`config.mk`:
```
export PLATFORM = sky130hd
export DESIGN_NAME = mpfv_top
export DESIGN_NICKNAME = d
export VERILOG_FILES = /design/src/mpfv_pkg.sv /design/src/mpfv_rx_parse.sv /design/src/mpfv_tx_flow.sv /design/src/mpfv_top.sv
export VERILOG_INCLUDE_DIRS = /design/src
export SDC_FILE = /design/constraint.sdc
export NUM_CORES = 1
export LEC_CHECK = 0
export BUFFER_PORTS_ARGS = -buffer_cell sky130_fd_sc_hd__buf_2
export CORE_MARGIN = 5
export CORE_UTILIZATION = 52
export DETAILED_ROUTE_END_ITERATION = 8
export HOLD_SLACK_MARGIN = 0.06
export PLACE_DENSITY = 0.72
export SLEW_MARGIN = 10
export SYNTH_ARGS = -nofsm -noshare
export SYNTH_HDL_FRONTEND = slang
export SYNTH_SLANG_ARGS = --single-unit
export TNS_END_PERCENT = 30
```
`constraint.sdc`:
```
create_clock -name pclk -period 2.9 [get_ports pclk]
set_input_delay 0.58 -clock pclk [delete_from_list [all_inputs] [get_ports pclk]]
set_output_delay 0.58 -clock pclk [all_outputs]
set_load 0.05 [all_outputs]
```
`src/mpfv_consts.svh`:
```
/*
 * Register indices, fields, resets and timing counts.
 * Assumes a 10 MHz pclk.
 */
// Notes on behaviour
// - pass-control set: valid pause frame sets the packet filter bit.
// - pass-control clear: pause frames leave the packet filter bit clear.
// - all received frame data reaches the application, errors included.
// - flow enable: decode pause frames, hold transmitter quanta times slot.
// - flow enable clear: no pause decode, no hold-off, no backpressure; pause frames can still be sent.
// - pause in full duplex only; half duplex enable means backpressure.
// - busy high while pause frame sent or backpressure applied.
// - busy clears when the pause frame has gone out.
// - bytes 13 and 14 matching tag identifier mark a tagged frame.
// - tagged frames may be 1522 bytes instead of 1518.
// - pause time field goes into every sent pause frame.
// - transmitter disabled: no new pause frames, no backpressure; a pause frame already started still finishes.
`ifndef MPFV_CONSTS_SVH
`define MPFV_CONSTS_SVH

// ========================================
// register indices; byte address = 4 x index
`define MPFV_IDX_FLOW       8
`define MPFV_IDX_TAG1       9
`define MPFV_IDX_CTRL       16
`define MPFV_IDX_STAT       17
`define MPFV_IDX_IRQ_STAT   18
`define MPFV_IDX_IRQ_MASK   19

// ========================================
// fields
`define MPFV_FLOW_PT_LSB    16
`define MPFV_FLOW_PASS      2
`define MPFV_FLOW_EN        1
`define MPFV_FLOW_BUSY      0
`define MPFV_CTRL_TXEN      0
`define MPFV_CTRL_FDX       1
`define MPFV_CTRL_SPD100    2
`define MPFV_CTRL_SENDP     3
`define MPFV_CTRL_BPREQ     4
`define MPFV_FLOW_RST       32'h0000_0000
`define MPFV_TAG1_RST       32'h0000_0000
`define MPFV_CTRL_RST       32'h0000_0000

// ========================================
// frame constants
`define MPFV_MAX_LEN        1518
`define MPFV_MAX_LEN_TAG    1522
`define MPFV_PAUSE_TYPE     16'h8808
`define MPFV_PAUSE_OPC      16'h0001
`define MPFV_PAUSE_DA       48'h0180_C200_0001

// ========================================
// timing: slot of 512 bit times, rounded up to whole clocks
`define MPFV_CLK_NS         100
`define MPFV_SLOT_NS_100    5120
`define MPFV_SLOT_NS_10     51200
`define MPFV_SLOT_CYC_100   ((`MPFV_SLOT_NS_100 + `MPFV_CLK_NS - 1) / `MPFV_CLK_NS)
`define MPFV_SLOT_CYC_10    ((`MPFV_SLOT_NS_10 + `MPFV_CLK_NS - 1) / `MPFV_CLK_NS)

`endif

```
`src/mpfv_pkg.sv`:
```
/*
 * Shared types of the flow-control block.
 * Assumes nothing.
 */
package mpfv_pkg;
    // ========================================
    // transmit-side flow states
    typedef enum logic [1:0] {
        MPFV_IDLE,
        MPFV_SEND,
        MPFV_BACKP
    } mpfv_flow_st_t;

    typedef logic [15:0] mpfv_quanta_t;
endpackage : mpfv_pkg

```
`src/mpfv_rx_parse.sv`:
```
/*
 * Receive parser: pause decode, tag detect, length check.
 * Assumes one byte per rx_valid.
 */
`timescale 1ns/100ps
`include "mpfv_consts.svh"
module mpfv_rx_parse (
    input  wire logic                  pclk,
    input  wire logic                  presetn,
    input  wire logic                  rx_valid,
    input  wire logic [7:0]            rx_data,
    input  wire logic                  rx_sof,
    input  wire logic                  rx_eof,
    input  wire logic                  rx_err,
    input  wire logic                  decode_en,
    input  wire logic [15:0]           tag_id,
    output logic                       done_r,
    output logic                       pause_ok_r,
    output mpfv_pkg::mpfv_quanta_t     quanta_r,
    output logic                       tagged_r,
    output logic                       too_long_r,
    output logic [15:0]                len_r
);
    import mpfv_pkg::*;

    logic [15:0]  idx_r;
    logic [47:0]  da_r;
    logic [15:0]  w_r;
    logic         type_ok_r;
    logic         opc_ok_r;
    logic         tag_r;
    logic [15:0]  idx;
    logic [15:0]  w_nxt;
    logic [15:0]  limit;

    // ========================================
    // byte position and sliding header word
    assign idx   = rx_sof ? 16'h0000 : idx_r;
    assign w_nxt = {w_r[7:0], rx_data};
    assign limit = (tag_r || (idx == 16'd13 && w_nxt == tag_id)) ?
                   16'(`MPFV_MAX_LEN_TAG) : 16'(`MPFV_MAX_LEN);

    always_ff @(posedge pclk or negedge presetn) begin
        if (!presetn) begin
            idx_r <= 16'h0000;
            w_r   <= 16'h0000;
            da_r  <= 48'h0000_0000_0000;
        end else if (rx_valid) begin
            idx_r <= idx + 16'd1;
            w_r   <= w_nxt;
            if (idx < 16'd6) begin
                da_r <= {da_r[39:0], rx_data};
            end
        end
    end

    always_ff @(posedge pclk or negedge presetn) begin
        if (!presetn) begin
            type_ok_r <= 1'b0;
            opc_ok_r  <= 1'b0;
            tag_r     <= 1'b0;
            quanta_r  <= 16'h0000;
        end else if (rx_valid) begin
            if (idx == 16'd13) begin
                tag_r     <= (w_nxt == tag_id);
                type_ok_r <= (w_nxt == `MPFV_PAUSE_TYPE) && (da_r == `MPFV_PAUSE_DA);
            end else if (rx_sof) begin
                tag_r     <= 1'b0;
                type_ok_r <= 1'b0;
            end
            if (idx == 16'd15) begin
                opc_ok_r <= (w_nxt == `MPFV_PAUSE_OPC);
            end else if (rx_sof) begin
                opc_ok_r <= 1'b0;
            end
            if (idx == 16'd17) begin
                quanta_r <= w_nxt;
            end
        end
    end

    // ========================================
    // one-cycle report at the end of each frame
    always_ff @(posedge pclk or negedge presetn) begin
        if (!presetn) begin
            done_r     <= 1'b0;
            pause_ok_r <= 1'b0;
            tagged_r   <= 1'b0;
            too_long_r <= 1'b0;
            len_r      <= 16'h0000;
        end else begin
            done_r <= rx_valid && rx_eof;
            if (rx_valid && rx_eof) begin
                // decode off means no control frame is ever recognised
                pause_ok_r <= decode_en && type_ok_r && opc_ok_r && !rx_err
                              && idx >= 16'd17;
                tagged_r   <= tag_r;
                too_long_r <= (idx + 16'd1) > limit;
                len_r      <= 16'(idx + 16'd1);
            end
        end
    end
endmodule : mpfv_rx_parse

```
`src/mpfv_tx_flow.sv`:
```
/*
 * Transmit flow control: pause hold-off, send, backpressure.
 * Assumes a done pulse per sent pause frame.
 */
`timescale 1ns/100ps
`include "mpfv_consts.svh"
module mpfv_tx_flow (
    input  wire logic                  pclk,
    input  wire logic                  presetn,
    input  wire logic                  tx_enable,
    input  wire logic                  full_duplex,
    input  wire logic                  speed100,
    input  wire logic                  flow_en,
    input  wire logic                  send_pause,
    input  wire logic                  bp_request,
    input  wire logic                  pause_rx,
    input  wire mpfv_pkg::mpfv_quanta_t pause_rx_quanta,
    input  wire logic                  pause_tx_done,
    output logic                       busy_r,
    output logic                       pause_tx_req_r,
    output logic                       backpressure_r,
    output logic                       tx_hold_r,
    output logic                       sent_r
);
    import mpfv_pkg::*;

    mpfv_flow_st_t st_r;
    mpfv_quanta_t  quanta_left_r;
    logic [9:0]    slot_cnt_r;
    logic [9:0]    slot_last;

    assign slot_last = speed100 ? 10'(`MPFV_SLOT_CYC_100 - 1) :
                                  10'(`MPFV_SLOT_CYC_10 - 1);

    // ========================================
    // hold-off after a received pause
    always_ff @(posedge pclk or negedge presetn) begin
        if (!presetn) begin
            quanta_left_r <= 16'h0000;
            slot_cnt_r    <= 10'h000;
            tx_hold_r     <= 1'b0;
        end else if (!flow_en || !full_duplex) begin
            quanta_left_r <= 16'h0000;
            slot_cnt_r    <= 10'h000;
            tx_hold_r     <= 1'b0;
        end else if (pause_rx) begin
            quanta_left_r <= pause_rx_quanta;
            slot_cnt_r    <= 10'h000;
            tx_hold_r     <= (pause_rx_quanta != 16'h0000);
        end else if (quanta_left_r != 16'h0000) begin
            if (slot_cnt_r == slot_last) begin
                slot_cnt_r    <= 10'h000;
                quanta_left_r <= quanta_left_r - 16'd1;
                tx_hold_r     <= (quanta_left_r != 16'd1);
            end else begin
                slot_cnt_r <= slot_cnt_r + 10'd1;
            end
        end
    end

    // ========================================
    // pause send and backpressure; busy is owned here only
    always_ff @(posedge pclk or negedge presetn) begin
        if (!presetn) begin
            st_r           <= MPFV_IDLE;
            busy_r         <= 1'b0;
            pause_tx_req_r <= 1'b0;
            backpressure_r <= 1'b0;
            sent_r         <= 1'b0;
        end else begin
            sent_r <= 1'b0;
            case (st_r)
                MPFV_IDLE: begin
                    if (tx_enable && full_duplex && send_pause) begin
                        st_r           <= MPFV_SEND;
                        busy_r         <= 1'b1;
                        pause_tx_req_r <= 1'b1;
                    end else if (tx_enable && !full_duplex && flow_en && bp_request) begin
                        st_r           <= MPFV_BACKP;
                        busy_r         <= 1'b1;
                        backpressure_r <= 1'b1;
                    end
                end
                MPFV_SEND: begin
                    // a started frame finishes even if tx drops
                    if (pause_tx_done) begin
                        st_r           <= MPFV_IDLE;
                        busy_r         <= 1'b0;
                        pause_tx_req_r <= 1'b0;
                        sent_r         <= 1'b1;
                    end
                end
                MPFV_BACKP: begin
                    if (!tx_enable || full_duplex || !flow_en || !bp_request) begin
                        st_r           <= MPFV_IDLE;
                        busy_r         <= 1'b0;
                        backpressure_r <= 1'b0;
                    end
                end
                default: begin
                    st_r           <= MPFV_IDLE;
                    busy_r         <= 1'b0;
                    pause_tx_req_r <= 1'b0;
                    backpressure_r <= 1'b0;
                end
            endcase
        end
    end
endmodule : mpfv_tx_flow

```
`src/mpfv_top.sv`:
```
/*
 * Flow-control and tag-detect block with APB slave.
 * Assumes a MAC transmitter that pulses done per pause frame.
 */
// Local design decision: the APB register port.
`timescale 1ns/100ps
`include "mpfv_consts.svh"
module mpfv_top (
    input  wire logic                  pclk,
    input  wire logic                  presetn,
    input  wire logic                  psel,
    input  wire logic                  penable,
    input  wire logic                  pwrite,
    input  wire logic [11:0]           paddr,
    input  wire logic [31:0]           pwdata,
    output logic                       pready,
    output logic [31:0]                prdata,
    output logic                       pslverr,
    input  wire logic                  rx_valid,
    input  wire logic [7:0]            rx_data,
    input  wire logic                  rx_sof,
    input  wire logic                  rx_eof,
    input  wire logic                  rx_err,
    input  wire logic                  rx_addr_fail,
    output logic                       app_valid,
    output logic [7:0]                 app_data,
    output logic                       app_sof,
    output logic                       app_eof,
    output logic                       app_stat_valid,
    output logic [31:0]                app_stat,
    input  wire logic                  pause_tx_done,
    output logic                       pause_tx_req,
    output logic [15:0]                pause_tx_time,
    output logic                       backpressure,
    output logic                       tx_hold,
    output logic                       irq
);
    import mpfv_pkg::*;

    // ========================================
    // registers
    logic [31:0]   flow_r;
    logic [15:0]   tag1_r;
    logic [4:0]    ctrl_r;
    logic [3:0]    irq_stat_r;
    logic [3:0]    irq_mask_r;
    logic          pready_r;
    logic [31:0]   prdata_r;
    logic          pslverr_r;
    logic [31:0]   rd_nxt;
    logic          rd_ok;
    logic          wr_done;
    logic          rd_done;
    logic [9:0]    widx;
    logic [3:0]    irq_set;
    logic          irq_r;

    // ========================================
    // receive forwarding and status
    logic          app_valid_r;
    logic [7:0]    app_data_r;
    logic          app_sof_r;
    logic          app_eof_r;
    logic          app_stat_valid_r;
    logic [31:0]   app_stat_r;
    logic          addr_fail_r;
    logic          err_r;
    logic [15:0]   pause_time_r;

    // ========================================
    // sub-block wiring
    logic          p_done;
    logic          p_pause_ok;
    mpfv_quanta_t  p_quanta;
    logic          p_tagged;
    logic          p_too_long;
    logic [15:0]   p_len;
    logic          f_busy;
    logic          f_req;
    logic          f_bp;
    logic          f_hold;
    logic          f_sent;
    logic          tx_enable;
    logic          full_duplex;
    logic          flow_en;

    assign tx_enable   = ctrl_r[`MPFV_CTRL_TXEN];
    assign full_duplex = ctrl_r[`MPFV_CTRL_FDX];
    assign flow_en     = flow_r[`MPFV_FLOW_EN];

    mpfv_rx_parse u_rx (
        .pclk       (pclk),
        .presetn    (presetn),
        .rx_valid   (rx_valid),
        .rx_data    (rx_data),
        .rx_sof     (rx_sof),
        .rx_eof     (rx_eof),
        .rx_err     (rx_err),
        .decode_en  (flow_en && full_duplex),
        .tag_id     (tag1_r),
        .done_r     (p_done),
        .pause_ok_r (p_pause_ok),
        .quanta_r   (p_quanta),
        .tagged_r   (p_tagged),
        .too_long_r (p_too_long),
        .len_r      (p_len)
    );

    mpfv_tx_flow u_tx (
        .pclk            (pclk),
        .presetn         (presetn),
        .tx_enable       (tx_enable),
        .full_duplex     (full_duplex),
        .speed100        (ctrl_r[`MPFV_CTRL_SPD100]),
        .flow_en         (flow_en),
        .send_pause      (ctrl_r[`MPFV_CTRL_SENDP]),
        .bp_request      (ctrl_r[`MPFV_CTRL_BPREQ]),
        .pause_rx        (p_done && p_pause_ok),
        .pause_rx_quanta (p_quanta),
        .pause_tx_done   (pause_tx_done),
        .busy_r          (f_busy),
        .pause_tx_req_r  (f_req),
        .backpressure_r  (f_bp),
        .tx_hold_r       (f_hold),
        .sent_r          (f_sent)
    );

    // ========================================
    // apb slave: answers in the second access cycle
    assign widx    = paddr[11:2];
    assign wr_done = psel && penable && pready_r && pwrite;
    // read taken where prdata is captured, so the clear matches what is returned
    assign rd_done = psel && penable && !pready_r && !pwrite;

    always_comb begin
        rd_nxt = 32'h0000_0000;
        rd_ok  = 1'b1;
        case (widx)
            10'(`MPFV_IDX_FLOW):     rd_nxt = {flow_r[31:1], f_busy};
            10'(`MPFV_IDX_TAG1):     rd_nxt = {16'h0000, tag1_r};
            10'(`MPFV_IDX_CTRL):     rd_nxt = {27'h000_0000, ctrl_r};
            10'(`MPFV_IDX_STAT):     rd_nxt = {28'h000_0000, f_hold, f_bp, f_req, f_busy};
            10'(`MPFV_IDX_IRQ_STAT): rd_nxt = {28'h000_0000, irq_stat_r};
            10'(`MPFV_IDX_IRQ_MASK): rd_nxt = {28'h000_0000, irq_mask_r};
            default:                 rd_ok  = 1'b0;
        endcase
    end

    always_ff @(posedge pclk or negedge presetn) begin
        if (!presetn) begin
            pready_r  <= 1'b0;
            prdata_r  <= 32'h0000_0000;
            pslverr_r <= 1'b0;
        end else begin
            pready_r  <= psel && penable && !pready_r;
            pslverr_r <= psel && penable && !pready_r && !rd_ok;
            if (psel && penable && !pready_r && !pwrite) begin
                prdata_r <= rd_nxt;
            end
        end
    end

    // ========================================
    // software-written registers
    always_ff @(posedge pclk or negedge presetn) begin
        if (!presetn) begin
            flow_r <= `MPFV_FLOW_RST;
        end else if (wr_done && widx == 10'(`MPFV_IDX_FLOW)) begin
            // busy never stored from bus
            flow_r <= {pwdata[31:16], 13'h0000, pwdata[2:1], 1'b0};
        end
    end

    always_ff @(posedge pclk or negedge presetn) begin
        if (!presetn) begin
            tag1_r <= 16'(`MPFV_TAG1_RST);
        end else if (wr_done && widx == 10'(`MPFV_IDX_TAG1)) begin
            tag1_r <= pwdata[15:0];
        end
    end

    always_ff @(posedge pclk or negedge presetn) begin
        if (!presetn) begin
            ctrl_r <= 5'(`MPFV_CTRL_RST);
        end else if (wr_done && widx == 10'(`MPFV_IDX_CTRL)) begin
            ctrl_r <= pwdata[4:0];
        end else if (f_busy && f_req) begin
            ctrl_r[`MPFV_CTRL_SENDP] <= 1'b0; // one request, one frame
        end
    end

    always_ff @(posedge pclk or negedge presetn) begin
        if (!presetn) begin
            irq_mask_r <= 4'h0;
        end else if (wr_done && widx == 10'(`MPFV_IDX_IRQ_MASK)) begin
            irq_mask_r <= pwdata[3:0];
        end
    end

    // ========================================
    // interrupts: pause rx, pause sent, too long, tagged frame
    assign irq_set = {p_done && p_tagged, p_done && p_too_long, f_sent,
                      p_done && p_pause_ok};

    always_ff @(posedge pclk or negedge presetn) begin
        if (!presetn) begin
            irq_stat_r <= 4'h0;
        end else if (rd_done && widx == 10'(`MPFV_IDX_IRQ_STAT)) begin
            irq_stat_r <= irq_set; // new event beats the read-clear
        end else begin
            irq_stat_r <= irq_stat_r | irq_set;
        end
    end

    always_ff @(posedge pclk or negedge presetn) begin
        if (!presetn) begin
            irq_r <= 1'b0;
        end else begin
            irq_r <= |(irq_mask_r & ((rd_done && widx == 10'(`MPFV_IDX_IRQ_STAT)) ?
                                     irq_set : (irq_stat_r | irq_set)));
        end
    end

    // ========================================
    // receive forwarding: all frames pass, status decides
    always_ff @(posedge pclk or negedge presetn) begin
        if (!presetn) begin
            app_valid_r <= 1'b0;
            app_data_r  <= 8'h00;
            app_sof_r   <= 1'b0;
            app_eof_r   <= 1'b0;
        end else begin
            app_valid_r <= rx_valid;
            app_data_r  <= rx_data;
            app_sof_r   <= rx_valid && rx_sof;
            app_eof_r   <= rx_valid && rx_eof;
        end
    end

    always_ff @(posedge pclk or negedge presetn) begin
        if (!presetn) begin
            addr_fail_r <= 1'b0;
            err_r       <= 1'b0;
        end else if (rx_valid && rx_eof) begin
            addr_fail_r <= rx_addr_fail;
            err_r       <= rx_err;
        end
    end

    // status follows app_eof by one cycle
    always_ff @(posedge pclk or negedge presetn) begin
        if (!presetn) begin
            app_stat_valid_r <= 1'b0;
            app_stat_r       <= 32'h0000_0000;
        end else begin
            app_stat_valid_r <= p_done;
            if (p_done) begin
                app_stat_r <= {p_len, 11'h000, p_tagged, p_too_long, err_r, addr_fail_r,
                               p_pause_ok && flow_r[`MPFV_FLOW_PASS]};
            end
        end
    end

    // ========================================
    // pause time inserted into sent pause frames
    always_ff @(posedge pclk or negedge presetn) begin
        if (!presetn) begin
            pause_time_r <= 16'h0000;
        end else begin
            pause_time_r <= flow_r[31:`MPFV_FLOW_PT_LSB];
        end
    end

    assign pready         = pready_r;
    assign prdata         = prdata_r;
    assign pslverr        = pslverr_r;
    assign app_valid      = app_valid_r;
    assign app_data       = app_data_r;
    assign app_sof        = app_sof_r;
    assign app_eof        = app_eof_r;
    assign app_stat_valid = app_stat_valid_r;
    assign app_stat       = app_stat_r;
    assign pause_tx_req   = f_req;
    assign pause_tx_time  = pause_time_r;
    assign backpressure   = f_bp;
    assign tx_hold        = f_hold;
    assign irq            = irq_r;
endmodule : mpfv_top

```
==> metrics.txt, run 1 <==
largest family of logic cells by synthesized area=multiplexers; initial core utilization=52.2%; number of sinks on the clock net=276; cells taking the most area after synthesis=sky130_fd_sc_hd__dfrtp_1 (57%), sky130_fd_sc_hd__mux2_2 (13%), sky130_fd_sc_hd__a22o_1 (2.5%), sky130_fd_sc_hd__nor2_1 (2.0%), sky130_fd_sc_hd__o21ai_0 (1.8%); Pwr Total=9.66 mW; Mapped Avg Cell Area=12.4 sq um; chain of cells forming the critical path=xor2_1 -> nor3_1 -> nand4_1 -> nor4_4 -> or2_4 -> ha_1 -> nor2b_1 -> o21a_1 -> o21ai_1 -> nand2b_1 -> a221oi_2 -> o21ai_1; actual slew at the worst max-slew pin=0.591 ns; post-route DRC violation count=0; Main synth FF type=sky130_fd_sc_hd__dfrtp_1; Tmin final=2.84 ns; worst reg-to-reg setup slack=0.06 ns; cell area after technology mapping=0.0121 sq mm; weighted congestion reported at the end of routability-driven placement=0.907; VDD IR-drop max=0.568 mV; Post-synth ARST share=100%; first-pass detailed-route iteration total=5; final setup violating endpoints=0; max-slew violation count=0; y dimension of the die=163 um; type of element capturing the critical path=flop; Layout Area Growth over Synthesis=20.1%; wire length of the first global-routing pass=45400 um; routed vias=8372; slew margin rel.=59.6%; number of buffers inserted during clock tree synthesis=29; Final nets=1241; crit start category=flop; M1 GR Usage=29.8%; critical path class=reg -> reg; Worst Hold Launch=rx_valid; final wirelength=28100 um; Setup TNS Final=0 ns; overall track demand over capacity in global routing=21.2%; multiplexer fraction of the synthesized cell area=14.9%; Synth Area in Compound Gates=9.59%; antenna-violating nets left=0; number of DRC markers in iteration 0=577; number of distinct library cells after synthesis=73; cell class contributing the biggest share of worst-path delay=simple AND/OR/NAND/NOR gates; overall die area=0.0265 sq mm; PD cells=662 mW/mm^2; die outline width=163 um; Post-Syn Instances=982; Core Region=0.0233 sq mm; GRT busiest layer=met2; reported leakage power=7.04 nW; Most Frequent Cell on Critical Path=sky130_fd_sc_hd__o21ai_1; number of buffers inserted by port buffering=147; Fin. Hold Viols=0; number of register bits inferred by synthesis=276; largest area contributor in the synthesized netlist=sky130_fd_sc_hd__dfrtp_1; number of global-route vias before repair=8449; HPWL Detailed=20000 um; I/O pin count=161; std cell rows=56; CTS HTree Levels=1; met2 demand-to-capacity share in global routing=34.8%; source of the worst register-to-register timing path=tag1_r[3]$_DFFE_PN0P_; arithmetic-cell share of the synthesized area counting full adders, half adders and majority gates=1.01%; via/cell ratio=5.54; Worst Hold Margin=0.256 ns; EDFF count, synth=0; unrepaired setup endpoints after global routing=true; clock tree from TritonCTS=done; number of antenna violations at the first check in global routing=1; post-route clock period utilization=98.0%; count of maximum capacitance violations=0; ANT cells=0; result of the run=complete, no violations; Yosys top cell area share=56.8%; classification of the worst-slack hold path=in -> reg; Bufs and invs on worst path=0; number of buffers on the longest clock path=3; critical path launch point=tag1_r[3]$_DFFE_PN0P_; endpoint arrival time on the critical path=3.25 ns; total number of yosys warnings=0; Seq/Total Area, Yosys=56.8%; clock transition at the register clock pins on the worst setup and hold paths after CTS=0.06 ns; area share of xor/xnor cells in the synthesized design=2.16%; library cell contributing the largest single delay on the critical path=sky130_fd_sc_hd__dfrtp_1; total global routing overflow=0; per-cell routed wire length=18.6 um; clock network latency to the later pin of the worst-skew pair=0.53 ns; clock skew after layout=0.0109 ns; Highest Clock Rate=0.352 GHz; met3 usage in global routing=3.09%; clock root buffer=sky130_fd_sc_hd__clkbuf_16; pin count of the biggest net entering global routing=79; delay of the slowest cell on the worst path=0.45 ns; CP Data Required Time=3.30 ns; area fraction in and, or, nand and nor cells after synthesis=12.1%; fraction of layout instances using a drive strength above 1=35.9%; maximum fanout along the worst path=3
-- routing by layer --
metal	up-vias	wire length, um
met1	4179	12500
met4	2	788
met5	-	13
met3	46	1340
met2	204	13400
li1	3941	-
-- per-stage QoR --
step           setup WS, ns  utilization [%]  instances  cell area (sq um)
6_report             0.0575             62.7       1510              14600
5_1_grt              -0.100             62.7       1510              14600
4_1_cts              0.0489             62.6       1507              14600
2_1_floorplan       0.00850                -        992              12300
3_5_place_dp        -0.0172             58.0       1453              13500
3_3_place_gp         0.0527             58.0       1453              13500
-- worst reg2reg max path, stage by stage (launching register included) --
cell	delay, ns
sky130_fd_sc_hd__dfrtp_1	0.45
sky130_fd_sc_hd__xor2_1	0.19
sky130_fd_sc_hd__nor3_1	0.27
sky130_fd_sc_hd__nand4_1	0.25
sky130_fd_sc_hd__nor4_4	0.34
sky130_fd_sc_hd__or2_4	0.16
sky130_fd_sc_hd__ha_1	0.23
sky130_fd_sc_hd__nor2b_1	0.14
sky130_fd_sc_hd__o21a_1	0.16
sky130_fd_sc_hd__o21ai_1	0.14
sky130_fd_sc_hd__nand2b_1	0.09
sky130_fd_sc_hd__a221oi_2	0.22
sky130_fd_sc_hd__o21ai_1	0.09
-- Yosys cell counts (all sizes together), types with 10 or more instances --
| cell | instances |
|---|---|
| a21oi | 29 |
| a22o | 34 |
| buf | 33 |
| clkbuf | 25 |
| dfrtp | 276 |
| inv | 16 |
| mux2 | 151 |
| nand2 | 47 |
| nand3 | 24 |
| nand4 | 16 |
| nor2 | 67 |
| nor3 | 24 |
| nor4 | 32 |
| o21ai | 55 |
| o31ai | 13 |
| xnor2 | 10 |
| xor2 | 20 |
-- final timing paths --
check                                         endpoint  cells past startpoint
setup / recovery           u_rx.too_long_r$_DFFE_PN0P_                     12
setup reg to reg           u_rx.too_long_r$_DFFE_PN0P_                     12
min in group asynchronous      app_stat[2]$_DFFE_PN0P_                      2
hold / removal                     app_valid$_DFF_PN0_                      1
max in group asynchronous        tag1_r[0]$_DFFE_PN0P_                      3
hold reg to reg            pause_tx_time[13]$_DFF_PN0_                      0
-- flip-flops by register name, indices dropped and copies added (netlist names), 5 cells and up --
name                count
flow_r                 18
tag1_r                 16
app_stat               21
ctrl_r                  5
pause_tx_time          16
u_rx.w_r                8
app_data                8
u_rx.idx_r             16
prdata                 32
u_tx.quanta_left_r     16
u_rx.len_r             16
u_tx.slot_cnt_r        10
u_rx.quanta_r          16
u_rx.da_r              48
-- layout make-up --
class | count | area, sq um
repair buffers | 204 | 1240
well taps | 319 | 399
flip-flops and latches | 276 | 6910
multi-input cells | 640 | 4940
clock inverters | 13 | 206
fillers | 1862 | 8670
clock buffers | 40 | 837
inverters | 18 | 67.6
-- cells by family after synthesis --
kind of cell,after synthesis
compound gates,165
xor+xnor,30
fa+ha+maj,10
buf+inv,76
flops,276
mux,161
other cells,1
simple gates,263
-- layout by cell type, fill, tap and decap left out, types with 11 or more instances in the layout --
cell type / instances
sky130_fd_sc_hd__a21oi_1: 29
sky130_fd_sc_hd__a22o_1: 34
sky130_fd_sc_hd__buf_2: 146
sky130_fd_sc_hd__buf_4: 51
sky130_fd_sc_hd__clkbuf_16: 29
sky130_fd_sc_hd__conb_1: 11
sky130_fd_sc_hd__dfrtp_1: 275
sky130_fd_sc_hd__inv_1: 15
sky130_fd_sc_hd__mux2_1: 16
sky130_fd_sc_hd__mux2_2: 135
sky130_fd_sc_hd__nand2_1: 47
sky130_fd_sc_hd__nand3_1: 23
sky130_fd_sc_hd__nand4_1: 15
sky130_fd_sc_hd__nor2_1: 66
sky130_fd_sc_hd__nor3_1: 17
sky130_fd_sc_hd__nor4_1: 26
sky130_fd_sc_hd__o21ai_0: 42
sky130_fd_sc_hd__o31ai_1: 12
sky130_fd_sc_hd__xor2_1: 20
-- power breakdown --
part / switching, mW / internal [mW] / total, mW / leakage [nW]
combinational: 0.638 / 0.519 / 1.16 / 2.89
clock: 1.50 / 2.46 / 3.95 / 0.496
sequential: 0.295 / 4.26 / 4.55 / 3.65
-- what timing repair did --
item,CTS,global route
endpoints found under the setup margin,1,1
buffers inserted,0,3
gates resized for setup,1,4
hold buffers,1,0
endpoints found under the hold margin,47,0
pin swaps,0,8
Power figures use the tool's default switching activity.
==> run 2: changes to the inputs <==
--- a/config.mk
+++ b/config.mk
@@ -7,11 +7,13 @@
 export NUM_CORES = 1
 export LEC_CHECK = 0
 export BUFFER_PORTS_ARGS = -buffer_cell sky130_fd_sc_hd__buf_2
+export CELL_PAD_IN_SITES_DETAIL_PLACEMENT = 1
+export CELL_PAD_IN_SITES_GLOBAL_PLACEMENT = 2
 export CORE_MARGIN = 5
-export CORE_UTILIZATION = 52
+export CORE_UTILIZATION = 35
 export DETAILED_ROUTE_END_ITERATION = 8
 export HOLD_SLACK_MARGIN = 0.06
-export PLACE_DENSITY = 0.72
+export PLACE_DENSITY = 0.71
 export SLEW_MARGIN = 10
 export SYNTH_ARGS = -nofsm -noshare
 export SYNTH_HDL_FRONTEND = slang
==> run 2 against run 1 <==
Sequential share of layout area fell by 0.89 points. Non-clock buffer count increased by 7. First-iteration DRC count decreased by 15%. Cell count grew 9.6%. Largest cell class unchanged. Highest routed layer is now met4.
==> metrics.txt, run 2 (synthesis gave the netlist of run 1 again) <==
result of the run=complete, no violations; Tmin final=2.89 ns (+0.0445 ns); critical path class=reg -> reg; number of buffers inserted by port buffering=147 (unchanged); y dimension of the die=196 um (+21%); crit start category=flop; per-cell routed wire length=20.6 um (+11%); initial core utilization=35.3% (-17 points); clock skew after layout=0.0114 ns (+0.000491 ns); source of the worst register-to-register timing path=tag1_r[4]$_DFFE_PN0P_; endpoint arrival time on the critical path=3.31 ns (+0.06 ns); least setup slack across all paths after layout=0.0130 ns (-0.0445 ns); post-route clock period utilization=99.6% (+1.5 points); antenna-violating nets left=0 (unchanged); wire length of the first global-routing pass=54500 um (+20%); via/cell ratio=5.13 (-7.4%); worst reg2reg endpoint=u_rx.too_long_r$_DFFE_PN0P_; number of sinks on the clock net=276 (unchanged); hold endpoint=tag1_r[13]$_DFFE_PN0P_; routed vias=8493 (+1.4%); classification of the worst-slack hold path=in -> reg; fraction of layout instances using a drive strength above 1=36.4% (+0.43 points); maximum fanout along the worst path=3 (unchanged); number of antenna violations at the first check in global routing=1 (unchanged); Worst Hold Launch=pwdata[13]; clock tree from TritonCTS=done; area taken by multi-input logic gates=0.00494 sq mm (about the same); weighted congestion reported at the end of routability-driven placement=0.817 (-9.8%); most frequent standard cell in the layout excluding fill and tap cells=sky130_fd_sc_hd__dfrtp_1; flip-flop count of the largest register, all copies and words added=48 (unchanged); reported leakage power=7.12 nW (+1.1%); max-slew violation count=0 (unchanged); final setup violating endpoints=0 (unchanged); Fin. Hold Viols=0 (unchanged); CP Data Required Time=3.32 ns (+0.02 ns); total global routing overflow=0 (unchanged); post-placement worst setup slack=-0.117 ns (-0.0997 ns); Hold Path Depth=2 (+1); fill cell total of the finished layout=3692 (+98%); number of global-route vias before repair=9289 (+9.9%); first-pass detailed-route iteration total=4 (-1); overall die area=0.0385 sq mm (+45%); number of buffers inserted during clock tree synthesis=30 (+3.4%); Highest Clock Rate=0.346 GHz (-1.5%); PD cells=667 mW/mm^2 (+0.82%); worst reg-to-reg setup slack=0.01 ns (-0.04 ns); clock network latency to the later pin of the worst-skew pair=0.56 ns (+0.03 ns); number of DRC markers in iteration 0=491 (-15%); std cell rows=68 (+21%); overall track demand over capacity in global routing=17.6% (-3.6 points); type of element capturing the critical path=flop; HPWL Detailed=24400 um (+22%); number of buffers on the longest clock path=3 (unchanged); Top reg by flops=u_rx.da_r; slew margin rel.=60.4% (+0.79 points); I/O pin count=161 (unchanged); final wirelength=34100 um (+21%); Layout Area Growth over Synthesis=22.4%; pin count of the biggest net entering global routing=70 (-11%); CTS HTree Levels=1 (unchanged); clock root buffer=sky130_fd_sc_hd__clkbuf_16; Final nets=1249 (+0.64%); VDD IR-drop max=0.466 mV (-18%); actual slew at the worst max-slew pin=0.594 ns (+0.00344 ns); unrepaired setup endpoints after global routing=true; length in cells of the worst reg-to-reg path=12 (unchanged); sequential cell area in the final layout=0.00691 sq mm (about the same); most frequent cells in the layout=sky130_fd_sc_hd__dfrtp_1 (276), sky130_fd_sc_hd__buf_2 (146), sky130_fd_sc_hd__mux2_2 (135), sky130_fd_sc_hd__nor2_1 (66), sky130_fd_sc_hd__buf_4 (57); die outline width=196 um (+21%); clock transition at the register clock pins on the worst setup and hold paths after CTS=0.06 ns (about the same); count of maximum capacitance violations=0 (unchanged); Setup TNS Final=0 ns (unchanged); Core Region=0.0344 sq mm (+48%); post-route DRC violation count=0 (unchanged)
## run 2: cell types whose count changed in the layout (fill, tap and decap cells not counted), sizes merged
cell      previous run  this run
clkinv               5         8
bufinv               5         6
clkinvlp             5         1
buf                203       210
clkbuf              40        41
diode                0         1
## run 2: report_power, final
| part | leakage (nW) | total [mW] | internal, mW | switching (mW) |
|---|---|---|---|---|
| clock network | 0.532 | 4.18 | 2.60 | 1.58 |
| logic | 2.93 | 1.18 | 0.520 | 0.664 |
| registers | 3.65 | 4.56 | 4.26 | 0.308 |
## run 2: area by class of cell
class / count / area share, %
multi-input combinational: 640 / 33.2
tap: 455 / 3.83
sequential: 276 / 46.4
antenna: 1 / 0.0168
timing repair buffer: 211 / 8.77
clock buffer: 41 / 5.81
clock inverter: 13 / 1.46
inverter: 18 / 0.454
## run 2: metrics by stage
| stage | power (mW) | util [%] | hold WS [ns] | std cells | cell area, sq um |
|---|---|---|---|---|---|
| 6_report | 9.93 | 43.3 | 0.255 | 1655 | 14900 |
| 5_1_grt | 10.4 | 43.3 | 0.241 | 1655 | 14900 |
| 4_1_cts | 10.1 | 43.2 | 0.228 | 1654 | 14800 |
| 3_5_place_dp | 5.83 | 40.0 | 0.386 | 1599 | 13800 |
| 3_3_place_gp | 5.77 | 40.0 | 0.379 | 1599 | 13800 |
| 2_1_floorplan | 5.35 | - | 0.284 | 992 | 12300 |
## run 2: how the worst max path moves through the flow
stage	from	to	depth (start not counted)
2_1_floorplan	rx_sof	u_rx.too_long_r$_DFFE_PN0P_	15
3_3_place_gp	rx_data[3]	u_rx.too_long_r$_DFFE_PN0P_	14
3_5_place_dp	rx_data[3]	u_rx.too_long_r$_DFFE_PN0P_	14
4_1_cts	u_rx.idx_r[14]$_DFFE_PN0P_	u_rx.too_long_r$_DFFE_PN0P_	13
5_1_grt	tag1_r[4]$_DFFE_PN0P_	u_rx.too_long_r$_DFFE_PN0P_	12
6_report	tag1_r[4]$_DFFE_PN0P_	u_rx.too_long_r$_DFFE_PN0P_	12
## run 2: worst max-delay path, cell delays in order, from the launching register on
cell and delay [ns]:
sky130_fd_sc_hd__dfrtp_1 0.44, sky130_fd_sc_hd__xor2_1 0.21, sky130_fd_sc_hd__nor4_2 0.35, sky130_fd_sc_hd__nand4_1 0.20, sky130_fd_sc_hd__nor4_2 0.35, sky130_fd_sc_hd__or2_4 0.18
sky130_fd_sc_hd__ha_1 0.22, sky130_fd_sc_hd__nor2b_1 0.13, sky130_fd_sc_hd__o21a_1 0.17, sky130_fd_sc_hd__o21ai_1 0.12, sky130_fd_sc_hd__nand2b_1 0.08, sky130_fd_sc_hd__a221oi_2 0.22
sky130_fd_sc_hd__o21ai_1 0.08
## run 2: timing repair
action	in CTS	in global routing
setup endpoints to repair	0	1
setup buffers	0	0
hold endpoints to repair	63	0
hold buffers	1	0
resized for setup	0	5
## run 2: per-layer routing
metal | GRT usage, % | vias up | part of all wire (%) | wire length (um)
met5 | 0 | - | 0 | 0
met1 | 25.0 | 4347 | 47 | 16100
met2 | 28.6 | 158 | 47 | 16000
li1 | - | 3946 | - | -
met3 | 2.30 | 42 | 3.7 | 1260
met4 | 4.60 | 0 | 2.2 | 750
